===== src/hdl/cdrc_pkg.sv =====
// Package with constants and types of the core debug run control block.
package cdrc_pkg;
    localparam int          ADDR_W      = 32;
    localparam int          DATA_W      = 32;
    localparam int          CR_ADDR_W   = 16;
    localparam logic [15:0] DBG_CR_LO   = 16'hf000;
    localparam logic [15:0] DBG_CR_HI   = 16'hfdff;
    // Layout of one action programming word.
    localparam int          ACT_W       = 7;
    localparam int          ACT_BRKOUT  = 0;
    localparam int          ACT_SUSPSET = 1;
    localparam int          ACT_SUSPVAL = 2;
    localparam int          ACT_HALT    = 3;
    localparam int          ACT_TRAP    = 4;
    localparam int          ACT_INT     = 5;
    localparam int          ACT_CNT     = 6;
    // Layout of the visible debug status word.
    localparam int          ST_W        = 8;
    localparam logic [ST_W-1:0] ST_RESET = 8'h00;
    localparam logic        RST_LVL     = 1'b0;
    typedef enum logic [2:0] {
        CDRC_SRC_NONE, CDRC_SRC_EXT, CDRC_SRC_SW, CDRC_SRC_CR, CDRC_SRC_TRG
    } cdrc_src_t;
    typedef enum logic [1:0] {
        CDRC_ACC_IDLE, CDRC_ACC_STEAL, CDRC_ACC_DONE
    } cdrc_acc_t;
endpackage


===== src/hdl/cdrc_evt_if.sv =====
// Interface carrying detected debug events from the detector to the controller.
`timescale 1ns/100ps
interface cdrc_evt_if;
    import cdrc_pkg::*;
    logic      valid;
    cdrc_src_t src;
    modport det (output valid, output src);
    modport ctl (input valid, input src);
endinterface


===== src/hdl/cdrc_event_det.sv =====
// Debug event detector: qualifies and prioritises the four event sources.
`timescale 1ns/100ps
module cdrc_event_det
    import cdrc_pkg::*;
(
    input  wire logic                 clk,
    input  wire logic                 rst_b,
    input  wire logic                 enable,
    input  wire logic                 brk_in,
    input  wire logic                 instr_valid,
    input  wire logic                 instr_is_debug,
    input  wire logic                 instr_is_cr_move,
    input  wire logic [CR_ADDR_W-1:0] instr_cr_addr,
    input  wire logic                 trg_hit,
    cdrc_evt_if.det                   evt
);
    typedef struct packed {
        logic      valid;
        cdrc_src_t src;
        logic      brk_d;
    } cdrc_det_st_t;

    cdrc_det_st_t st_r;
    cdrc_det_st_t st_nxt;

    function automatic logic is_dbg_cr(input logic [CR_ADDR_W-1:0] a);
        return (a >= DBG_CR_LO) && (a <= DBG_CR_HI);
    endfunction

    ////////////////////////////////////////////////////////////////////////
    // Detection only observes the core, it never stalls it.
    always_comb begin
        logic ext_ev;
        logic sw_ev;
        logic cr_ev;
        ext_ev = brk_in && !st_r.brk_d;
        sw_ev  = instr_valid && instr_is_debug;
        cr_ev  = instr_valid && instr_is_cr_move && !is_dbg_cr(instr_cr_addr);
        st_nxt       = st_r;
        st_nxt.brk_d = brk_in;
        st_nxt.valid = 1'b0;
        st_nxt.src   = CDRC_SRC_NONE;
        if (enable) begin
            if (ext_ev) begin
                st_nxt.valid = 1'b1;
                st_nxt.src   = CDRC_SRC_EXT;
            end else if (sw_ev) begin
                st_nxt.valid = 1'b1;
                st_nxt.src   = CDRC_SRC_SW;
            end else if (cr_ev) begin
                st_nxt.valid = 1'b1;
                st_nxt.src   = CDRC_SRC_CR;
            end else if (trg_hit) begin
                st_nxt.valid = 1'b1;
                st_nxt.src   = CDRC_SRC_TRG;
            end
        end
    end

    always_ff @(posedge clk) begin
        if (rst_b == RST_LVL) begin
            st_r <= '{valid: 1'b0, src: CDRC_SRC_NONE, brk_d: 1'b0};
        end else begin
            st_r <= st_nxt;
        end
    end

    assign evt.valid = st_r.valid;
    assign evt.src   = st_r.src;
endmodule // cdrc_event_det


===== src/hdl/cdrc_run_ctrl.sv =====
// Core debug run control: event actions, halt and step, and stolen-cycle access.
`timescale 1ns/100ps
module cdrc_run_ctrl
    import cdrc_pkg::*;
(
    input  wire logic                 MCLK,
    input  wire logic                 RST_B,
    input  wire logic                 DEBUG_ENABLE_BIT,
    input  wire logic                 BRK_IN,
    input  wire logic                 SUSPEND_STATE_FIELD_IN,
    input  wire logic                 INSTR_VALID,
    input  wire logic                 INSTR_IS_DEBUG,
    input  wire logic                 INSTR_IS_CR_MOVE,
    input  wire logic [CR_ADDR_W-1:0] INSTR_CR_ADDR,
    input  wire logic                 TRG_HIT,
    input  wire logic [ACT_W-1:0]     EXT_ACT,
    input  wire logic [ACT_W-1:0]     SW_ACT,
    input  wire logic [ACT_W-1:0]     CR_ACT,
    input  wire logic [ACT_W-1:0]     TRG_ACT,
    input  wire logic                 STEP_EN,
    input  wire logic                 RESUME,
    input  wire logic                 SUSPEND_STATE_FIELD_WR,
    input  wire logic                 SUSPEND_STATE_FIELD_WDATA,
    input  wire logic                 BUS_REQ,
    input  wire logic                 BUS_AUTH,
    input  wire logic                 BUS_WR,
    input  wire logic [ADDR_W-1:0]    BUS_ADDR,
    input  wire logic [DATA_W-1:0]    BUS_WDATA,
    input  wire logic                 CORE_ACC_DONE,
    input  wire logic [DATA_W-1:0]    CORE_ACC_RDATA,
    output logic                      BRK_OUT,
    output logic                      SUSPEND_STATE_FIELD_OUT,
    output logic                      HALTED,
    output logic                      BKPT_TRAP,
    output logic                      BKPT_INT,
    output logic                      CNT_RUN,
    output logic [ST_W-1:0]           DEBUG_STATUS,
    output logic                      CORE_ACC_REQ,
    output logic                      CORE_ACC_WR,
    output logic [ADDR_W-1:0]         CORE_ACC_ADDR,
    output logic [DATA_W-1:0]         CORE_ACC_WDATA,
    output logic                      BUS_ACK,
    output logic                      BUS_ERR,
    output logic [DATA_W-1:0]         BUS_RDATA
);
    typedef struct packed {
        logic              brk_out;
        logic              suspend_state_field;
        logic              prevsusp;
        logic              pevt;
        cdrc_src_t         evtsrc;
        logic              halted;
        logic              trap;
        logic              intr;
        logic              cnt_run;
        logic              step_armed;
        cdrc_acc_t         acc;
        logic              acc_req;
        logic              acc_wr;
        logic [ADDR_W-1:0] acc_addr;
        logic [DATA_W-1:0] acc_wdata;
        logic              ack;
        logic              err;
        logic [DATA_W-1:0] rdata;
    } cdrc_ctl_st_t;

    cdrc_ctl_st_t st_r;
    cdrc_ctl_st_t st_nxt;

    cdrc_evt_if evt_if ();

    function automatic logic [ACT_W-1:0] act_of(input cdrc_src_t s,
                                                 input logic [ACT_W-1:0] ext_a,
                                                 input logic [ACT_W-1:0] sw_a,
                                                 input logic [ACT_W-1:0] cr_a,
                                                 input logic [ACT_W-1:0] trg_a);
        logic [ACT_W-1:0] r;
        case (s)
            CDRC_SRC_EXT: r = ext_a;
            CDRC_SRC_SW:  r = sw_a;
            CDRC_SRC_CR:  r = cr_a;
            CDRC_SRC_TRG: r = trg_a;
            default:      r = '0;
        endcase
        return r;
    endfunction

    ////////////////////////////////////////////////////////////////////////
    // Event detector.
    cdrc_event_det u_det (
        .clk              (MCLK),
        .rst_b            (RST_B),
        .enable           (DEBUG_ENABLE_BIT),
        .brk_in           (BRK_IN),
        .instr_valid      (INSTR_VALID),
        .instr_is_debug   (INSTR_IS_DEBUG),
        .instr_is_cr_move (INSTR_IS_CR_MOVE),
        .instr_cr_addr    (INSTR_CR_ADDR),
        .trg_hit          (TRG_HIT),
        .evt              (evt_if.det)
    );

    ////////////////////////////////////////////////////////////////////////
    // Next-state logic.
    always_comb begin
        logic [ACT_W-1:0] act;
        logic             ev;
        // Action words are read one cycle after the event, when the registered detector output is valid, so they must not change in between.
        act = act_of(evt_if.src, EXT_ACT, SW_ACT, CR_ACT, TRG_ACT);
        ev  = evt_if.valid && DEBUG_ENABLE_BIT;
        st_nxt         = st_r;
        st_nxt.brk_out = 1'b0;
        st_nxt.trap    = 1'b0;
        st_nxt.intr    = 1'b0;
        st_nxt.ack     = 1'b0;
        st_nxt.err     = 1'b0;

        // Resume and software suspend writes come first so that an event in the same cycle wins.
        if (RESUME && st_r.halted) begin
            st_nxt.halted     = 1'b0;
            st_nxt.pevt       = 1'b0;
            st_nxt.step_armed = STEP_EN;
        end
        if (SUSPEND_STATE_FIELD_WR) begin
            st_nxt.suspend_state_field = SUSPEND_STATE_FIELD_WDATA;
        end
        if (st_r.step_armed && !st_r.halted && INSTR_VALID) begin
            st_nxt.halted     = DEBUG_ENABLE_BIT;
            st_nxt.step_armed = 1'b0;
        end
        if (SUSPEND_STATE_FIELD_IN && DEBUG_ENABLE_BIT) begin
            st_nxt.halted = 1'b1;
        end

        if (ev) begin
            st_nxt.evtsrc   = evt_if.src;
            st_nxt.pevt     = st_r.halted;
            st_nxt.prevsusp = st_r.suspend_state_field;
            if (act[ACT_SUSPSET]) begin
                st_nxt.suspend_state_field = act[ACT_SUSPVAL];
            end
            st_nxt.brk_out = act[ACT_BRKOUT];
            if (act[ACT_HALT]) begin
                st_nxt.halted = 1'b1;
            end
            st_nxt.trap = act[ACT_TRAP] && !st_r.halted;
            st_nxt.intr = act[ACT_INT] && !st_r.halted;
            if (act[ACT_CNT]) begin
                st_nxt.cnt_run = !st_r.cnt_run;
            end
        end
        if (!DEBUG_ENABLE_BIT) begin
            st_nxt.halted     = 1'b0;
            st_nxt.step_armed = 1'b0;
        end

        // Address-mapped access to core resources, served by stolen cycles.
        case (st_r.acc)
            CDRC_ACC_IDLE: begin
                if (BUS_REQ) begin
                    if (BUS_AUTH) begin
                        st_nxt.acc       = CDRC_ACC_STEAL;
                        st_nxt.acc_req   = 1'b1;
                        st_nxt.acc_wr    = BUS_WR;
                        st_nxt.acc_addr  = BUS_ADDR;
                        st_nxt.acc_wdata = BUS_WDATA;
                    end else begin
                        st_nxt.ack   = 1'b1;
                        st_nxt.err   = 1'b1;
                        st_nxt.rdata = '0;
                    end
                end
            end
            CDRC_ACC_STEAL: begin
                if (CORE_ACC_DONE) begin
                    st_nxt.acc   = CDRC_ACC_DONE;
                    st_nxt.acc_req = 1'b0;
                    st_nxt.ack   = 1'b1;
                    st_nxt.rdata = st_r.acc_wr ? '0 : CORE_ACC_RDATA;
                end
            end
            CDRC_ACC_DONE: begin
                // One idle cycle lets the requester drop its request.
                st_nxt.acc = CDRC_ACC_IDLE;
            end
            default: begin
                st_nxt.acc     = CDRC_ACC_IDLE;
                st_nxt.acc_req = 1'b0;
            end
        endcase
    end

    ////////////////////////////////////////////////////////////////////////
    // State register.
    always_ff @(posedge MCLK) begin
        if (RST_B == RST_LVL) begin
            st_r <= '{brk_out: 1'b0, suspend_state_field: 1'b0, prevsusp: 1'b0, pevt: 1'b0,
                      evtsrc: CDRC_SRC_NONE, halted: 1'b0, trap: 1'b0, intr: 1'b0,
                      cnt_run: 1'b0, step_armed: 1'b0, acc: CDRC_ACC_IDLE, acc_req: 1'b0,
                      acc_wr: 1'b0, acc_addr: '0, acc_wdata: '0,
                      ack: 1'b0, err: 1'b0, rdata: '0};
        end else begin
            st_r <= st_nxt;
        end
    end

    ////////////////////////////////////////////////////////////////////////
    // Outputs, all straight from the state register.
    assign BRK_OUT        = st_r.brk_out;
    assign SUSPEND_STATE_FIELD_OUT       = st_r.suspend_state_field;
    assign HALTED         = st_r.halted;
    assign BKPT_TRAP      = st_r.trap;
    assign BKPT_INT       = st_r.intr;
    assign CNT_RUN        = st_r.cnt_run;
    assign DEBUG_STATUS   = {st_r.halted, st_r.evtsrc, st_r.pevt, st_r.prevsusp,
                             st_r.suspend_state_field, st_r.step_armed};
    assign CORE_ACC_REQ   = st_r.acc_req;
    assign CORE_ACC_WR    = st_r.acc_wr;
    assign CORE_ACC_ADDR  = st_r.acc_addr;
    assign CORE_ACC_WDATA = st_r.acc_wdata;
    assign BUS_ACK        = st_r.ack;
    assign BUS_ERR        = st_r.err;
    assign BUS_RDATA      = st_r.rdata;
endmodule // cdrc_run_ctrl


===== config.mk =====
export PLATFORM = sky130hd
export DESIGN_NAME = cdrc_run_ctrl
export DESIGN_NICKNAME = d
export VERILOG_FILES = /design/src/hdl/cdrc_pkg.sv /design/src/hdl/cdrc_evt_if.sv /design/src/hdl/cdrc_event_det.sv /design/src/hdl/cdrc_run_ctrl.sv
export SDC_FILE = /design/constraint.sdc
export NUM_CORES = 1
export LEC_CHECK = 0
export BUFFER_PORTS_ARGS = -buffer_cell sky130_fd_sc_hd__buf_2
export CORE_MARGIN = 10
export CORE_UTILIZATION = 30
export CTS_CLUSTER_DIAMETER = 50
export CTS_CLUSTER_SIZE = 14
export DETAILED_ROUTE_END_ITERATION = 8
export GPL_TIMING_DRIVEN = 0
export MAX_ROUTING_LAYER = met4
export SLEW_MARGIN = 25
export SYNTH_ARGS = -nofsm -noshare
export SYNTH_HDL_FRONTEND = slang
export SYNTH_SLANG_ARGS = --single-unit

===== constraint.sdc =====
create_clock -name MCLK -period 3.6 [get_ports MCLK]
set_clock_uncertainty 0.1 [all_clocks]
set_input_delay 0.72 -clock MCLK [delete_from_list [all_inputs] [get_ports MCLK]]
set_output_delay 0.72 -clock MCLK [all_outputs]
set_load 0.1 [all_outputs]

==> reports/metrics.cfg, run 1 <==
[clocking]
cts.reportedPaths.clkPinSlew_ps=50
number_of_levels_the_h_tree_was_split_into=4
tritoncts_num_sinks=119
ctsLongestPathBuffers=2
cts_hold_buf=0
post-cts-setup-buffer-count=0
clock-root-buffer=sky130_fd_sc_hd__clkbuf_16
tritoncts.num_buffers=17
clk_latency_ps=410
cts.repair.resized=0
cts_tree=done

[synth]
largest_area_contributor_in_the_netlist=sky130_fd_sc_hd__dfxtp_1
ys_warn_count=0
synth_common_cells=178 x sky130_fd_sc_hd__nand2_1, 119 x sky130_fd_sc_hd__dfxtp_1, 105 x sky130_fd_sc_hd__buf_4
sequential_to_total_area_share_from_yosys_stat_pct=43.0
netlist.area_leader.share_pct=43.0
netlist_top_cells_area=sky130_fd_sc_hd__dfxtp_1 43%, sky130_fd_sc_hd__buf_4 14%, sky130_fd_sc_hd__nand2_1 12%, sky130_fd_sc_hd__a21boi_0 9.9%, sky130_fd_sc_hd__a21boi_1 4.1%
synth_area_um2=5540
synth-async-reset-ratio_pct=0
post_synth_inst_count=665
post-synth-top-count-cell=sky130_fd_sc_hd__nand2_1
syn-mean-instance-area_um2=8.33
synth-main-ff-cell=sky130_fd_sc_hd__dfxtp_1
ys_seq_elements=119
synth_edf_count=0
synth_nets=822
synthDistinctLibCells=34

[power_and_ir_drop]
design_power_total_mw=3.85
intPower_mw=2.72
power.density_nw_per_um2=497
leakage_nw=3.69
p_seq_share_pct=36.1
power_frac_comb_pct=18.5
power.share.switching_pct=29.3
vdd.ir_drop.worst_mv=0.330
power_frac_clock_pct=45.4
total_switching_power_mw=1.13

[cells_and_area]
drive_gt1_share_pct=43.5
fillCellCount=1925
area_growth_pct=40.0
multiInputGateArea_um2=2170
ff_latch_area_um2=2380
final_nets=1102
layout.cells.non_filler=1191

[drt]
total_wire_length_mm=18.3
drt-vias-per-instance=4.33
first_iteration_detailed_routing_drc_count=131
route.detailed.wl_per_inst_um=15.3
drcViolationCount=0
vias=5152
drt.antenna.violating_nets=0
drt_pass1_iterations=6

[critical_path]
path_max_fanout=4
list_of_cells_traversed_by_the_critical_path=buf_4 -> buf_2
worst_path_dominant_cell_family=buffers and inverters
ff2ff_path_depth=5
crit_required_ps=2780
critical-path-max-stage-delay_ps=410
r2r_start=st_r[101]
timing.reg2reg.setup_slack_ps=1730
critical_path.startpoint_type=register
crit_path_end=DEBUG_STATUS[1]
path_class=register to output port
reg2reg_to=BUS_RDATA[7]
worstSetupStartpoint=SUSPEND_STATE_FIELD_OUT
arrival_worst_endpoint_ps=1340
worstPathBufferInverterCount=2
critical-path-slowest-cell=sky130_fd_sc_hd__buf_2
timing.critical_path.to_type=output port
critical_path_cell_count=2

[place]
detailed_place_hpwl_mm=14.4
dp.cells=1155
buffer_ports.inserted=261
gpl.final_weighted_congestion=0.794

[timing]
worst_case_headroom_to_the_max_slew_limit_pct=58.2
period_minus_slack_ps=2160
fmax_ghz=0.463
setup-violations-final=0
timing.final.hold_violations=0
worst_slew_pin_slew_ps=627
slew_viol_final=0
setup_total_negative_slack_ps=0
layout_worst_path_cycle_share_pct=59.9
rsz0062_at_grt=no

[global_routing]
gr-total-overflow=0
groute.usage.overall_pct=15.0
global_route.usage.met1_pct=16.2
use_met3_pct=5.79
first_pass_grt_wire_length_mm=27.7
grt_pass1_vias=5246
globalRouteMet2Util_pct=24.8
grt_antenna_before_repair=5
grt_most_used_layer=met2
grt_max_degree=17

[floorplan]
start_util_pct=30.6
rows=49
area_enclosed_by_the_die_boundary_um2=24300
coreArea_um2=18100
boundaryPins=271
floorplan.die.height_um=156
fp.dieW_um=156

[run_status]
status=completed

[job]
maxCapViolations=0

[worst_hold_path]
min-delay-path-class=register to register

per-stage QoR:
step / setup WS, ps / hold WS (ps) / util [%] / cell area [um2]
final: 1440 / 348 / 42.9 / 7750
after global routing: 1360 / 368 / 42.9 / 7750
after CTS: 1420 / 351 / 42.8 / 7740
after detailed placement: 1190 / 343 / 39.4 / 7130
after global placement: 1230 / 338 / 39.4 / 7130
after floorplan: 1390 / 331 / - / 5540
worst min-delay path by stage:
stage                               end          start  cells after the start
after floorplan           BUS_RDATA[10]  BUS_RDATA[10]                      2
after global placement    BUS_RDATA[18]  BUS_RDATA[18]                      2
after detailed placement   BUS_RDATA[5]   BUS_RDATA[5]                      2
after CTS                  BUS_RDATA[5]   BUS_RDATA[5]                      2
after global routing      BUS_RDATA[19]  BUS_RDATA[19]                      2
final                      BUS_RDATA[7]   BUS_RDATA[7]                      2
cell usage in the layout, fill, tap and decap left out, drive strengths merged, types with 2 or more instances in the layout:
cell type / count
clkbuf: 48
nor2: 14
a21boi: 103
inv: 2
bufinv: 3
a22oi: 2
buf: 381
mux2i: 8
clkinv: 3
diode: 5
clkinvlp: 2
nand2b: 3
nand3b: 10
nor2b: 2
o21a: 3
dfxtp: 119
o32a: 2
nor3: 6
mux2: 3
nand3: 39
and3: 3
nand2: 178
a21oi: 8
o21ai: 5
state kept, by name (all words and copies together), names as in the netlist, 2 cells and up:
name,flops
CORE_ACC_WDATA,32
DEBUG_STATUS,6
BUS_RDATA,32
u_det.evt.src,3
CORE_ACC_ADDR,32
st_r,2
cell families after synthesis:
logic type / count (synthesis) / synth area share, %
flops: 119 / 43.0
compound gates: 127 / 16.9
mux: 11 / 2.06
buf+inv: 147 / 17.8
simple gates: 261 / 20.2
layout make-up:
cell class / instances / area share [%]
Antenna cell: 5 / 0.161
Buffer: 145 / 12.6
Clock buffer: 23 / 6.29
Clock inverter: 8 / 1.55
Inverter: 2 / 0.0968
Multi-Input combinational cell: 399 / 28.0
Sequential cell: 119 / 30.7
Tap cell: 229 / 3.70
Timing Repair Buffer: 261 / 16.8
per-layer routing:
| layer | vias up | share of wire [%] |
|---|---|---|
| met5 | - | 0 |
| met4 | 0 | 1.4 |
| met3 | 16 | 7.6 |
| met2 | 180 | 48 |
| met1 | 2297 | 43 |
| li1 | 2659 | - |
worst register-to-register path, delay by kind of cell, from the launching register on:
kind	cells	cell delay [ps]
AOI/OAI and AO/OA	1	150
and+or+nand+nor	3	780
DFF	1	360
buffers and inverters	1	430
power by group through the flow:
| stage | Combinational, mW | Clock, mW | Sequential (mW) |
|---|---|---|---|
| 2_1_floorplan | 0.507 | 0 | 1.44 |
| 3_3_place_gp | 0.717 | 0 | 1.42 |
| 3_5_place_dp | 0.720 | 0 | 1.42 |
| 4_1_cts | 0.721 | 1.80 | 1.39 |
| 5_1_grt | 0.757 | 1.84 | 1.40 |
| 6_report | 0.711 | 1.75 | 1.39 |
(Power assumes the default switching activity.)
==> inputs of run 2 (changes only) <==
==> constraint.sdc (replaced) <==
create_clock -name MCLK -period 1.9 [get_ports MCLK]
set_clock_uncertainty 0.1 [all_clocks]
set_input_delay 0.38 -clock MCLK [delete_from_list [all_inputs] [get_ports MCLK]]
set_output_delay 0.38 -clock MCLK [all_outputs]
set_load 0.1 [all_outputs]
==> reports/metrics.cfg, run 2 (synthesis results as in run 1) <==
[global_routing]
grt_pass1_vias=5246  ; unchanged
grt_most_used_layer=met2  ; unchanged
first_pass_grt_wire_length_mm=27.7  ; unchanged
gr-total-overflow=0  ; unchanged
grt_antenna_before_repair=5  ; unchanged
use_met3_pct=5.79  ; unchanged
groute.usage.overall_pct=15.0  ; unchanged
global_route.usage.met1_pct=16.2  ; unchanged
grt_max_degree=17  ; unchanged
globalRouteMet2Util_pct=24.8  ; unchanged

[cells_and_area]
final_design_area_no_fill_um2=7770  ; was 7750 um2
final_nets=1102  ; unchanged
area_growth_pct=40.3  ; was 40.0%
drive_gt1_share_pct=43.9  ; was 43.5%
layout.cells.non_filler=1191  ; unchanged
post-route-util_pct=43.0  ; was 42.9%
mostFrequentLayoutCell=sky130_fd_sc_hd__buf_2  ; unchanged
fillCellCount=1926  ; was 1925
final_cell_mix=270 x sky130_fd_sc_hd__buf_2, 178 x sky130_fd_sc_hd__nand2_1, 119 x sky130_fd_sc_hd__dfxtp_1  ; was 273 x sky130_fd_sc_hd__buf_2, 178 x sky130_fd_sc_hd__nand2_1, 119 x sky130_fd_sc_hd__dfxtp_1

[critical_path]
path_class=register to output port  ; unchanged
list_of_cells_traversed_by_the_critical_path=buf_4 -> buf_2  ; unchanged
path_max_fanout=4  ; unchanged
ff2ff_path_depth=5  ; unchanged
critical_path.startpoint_type=register  ; unchanged
critical-path-slowest-cell=sky130_fd_sc_hd__buf_2  ; unchanged
critical-path-max-stage-delay_ps=410  ; about the same
crit_required_ps=1420  ; was 2780 ps
timing.critical_path.to_type=output port  ; unchanged
arrival_worst_endpoint_ps=1340  ; about the same

[drt]
drt.antenna.violating_nets=0  ; unchanged
first_iteration_detailed_routing_drc_count=132  ; was 131
vias=5141  ; was 5152
drt_pass1_iterations=6  ; unchanged
total_wire_length_mm=18.3  ; about the same
drcViolationCount=0  ; unchanged
drt-vias-per-instance=4.32  ; was 4.33
route.detailed.wl_per_inst_um=15.3  ; about the same

[worst_hold_path]
whs_path_depth=2  ; unchanged
min-delay-path-class=input pin to register  ; was register to register

[clocking]
clk_latency_ps=410  ; about the same
tritoncts.num_buffers=17  ; unchanged
number_of_levels_the_h_tree_was_split_into=4  ; unchanged
post-cts-setup-buffer-count=0  ; unchanged
ctsLongestPathBuffers=2  ; unchanged
tritoncts_num_sinks=119  ; unchanged
cts_hold_buf=0  ; unchanged
cts.repair.resized=1  ; was 0
clock-root-buffer=sky130_fd_sc_hd__clkbuf_16  ; unchanged
cts_tree=done  ; unchanged
cts.reportedPaths.clkPinSlew_ps=50  ; about the same

[timing]
rsz0062_at_grt=no  ; unchanged
worst_case_headroom_to_the_max_slew_limit_pct=58.1  ; was 58.2%
slew_viol_final=0  ; unchanged
setup-violations-final=0  ; unchanged
layout_worst_path_cycle_share_pct=95.6
period_minus_slack_ps=1820
setup_ws_ps=83.1  ; was 1440 ps
fmax_ghz=0.550
timing.final.hold_violations=0  ; unchanged
worst_slew_pin_slew_ps=628  ; was 627 ps

[power_and_ir_drop]
design_power_total_mw=7.30  ; was 3.85 mW
leakage_nw=3.70  ; was 3.69 nW
vdd.ir_drop.worst_mv=0.624  ; was 0.330 mV
power.density_nw_per_um2=940  ; was 497 nW/um2

[place]
buffer_ports.inserted=261  ; unchanged
detailed_place_hpwl_mm=14.4  ; unchanged
placement.setup.worst_slack_ps=-172  ; was 1190 ps
dp.cells=1155  ; unchanged
gpl.final_weighted_congestion=0.794  ; unchanged
postPlaceCellArea_um2=7130  ; unchanged

[floorplan]
area_enclosed_by_the_die_boundary_um2=24300  ; unchanged
rows=49  ; unchanged
coreArea_um2=18100  ; unchanged
start_util_pct=30.6  ; unchanged
fp.dieW_um=156  ; unchanged
boundaryPins=271  ; unchanged
floorplan.die.height_um=156  ; unchanged

[run_status]
status=completed  ; unchanged

[job]
maxCapViolations=0  ; unchanged

## run 2: cell types whose count changed in the layout (fill, tap and decap cells not counted)
cell	delta
sky130_fd_sc_hd__nor3_1	-1
sky130_fd_sc_hd__clkbuf_4	+3
sky130_fd_sc_hd__nor2_1	-1
sky130_fd_sc_hd__nor3_2	+1
sky130_fd_sc_hd__clkbuf_2	+2
sky130_fd_sc_hd__nor2_2	+1
sky130_fd_sc_hd__buf_2	-3
sky130_fd_sc_hd__clkbuf_1	-2
## run 2: metal layers
metal | routed length [um] | vias to the layer above | part of all wire [%]
met2 | 8710 | 180 | 48
met3 | 1380 | 16 | 7.6
met4 | 258 | 0 | 1.4
met1 | 7920 | 2285 | 43
met5 | 0 | - | 0
li1 | - | 2660 | -
## run 2: metrics by stage
stage                     TNS [ps]  hold WS [ps]
after floorplan                  0           331
after global placement       -1330           338
after detailed placement     -1750           343
after CTS                        0          53.7
after global routing             0          88.9
final                            0          75.7
## run 2: final timing paths
kind | end | slack (ps) | from
setup / recovery | DEBUG_STATUS[1] | 80 | SUSPEND_STATE_FIELD_OUT
hold / removal | u_det.st_r[0] | 80 | BRK_IN
setup reg to reg | BUS_RDATA[23] | 160 | st_r[100]
hold reg to reg | BUS_RDATA[7] | 350 | BUS_RDATA[7]
## run 2: area by class of cell
class	instances	area (um2)	share of cell area [%]
Sequential cell	119	2380	30.7
Multi-Input combinational cell	399	2180	28.1
Timing Repair Buffer	261	1310	16.8
Buffer	145	986	12.7
Clock buffer	23	488	6.28
Tap cell	229	287	3.69
Clock inverter	8	120	1.55
Antenna cell	5	12.5	0.161
Inverter	2	7.51	0.0966
## run 2: worst max-delay path: cells and delay by family (launching register included)
| kind | cells | cell delay (ps) |
|---|---|---|
| buf+inv | 2 | 540 |
| flops | 1 | 390 |
## run 2: where the power goes
part / total, mW / internal (mW) / switching (mW)
combinational: 1.35 / 0.388 / 0.963
clock: 3.31 / 2.19 / 1.13
sequential: 2.63 / 2.59 / 0.0476
total: 7.30 / 5.16 / 2.14
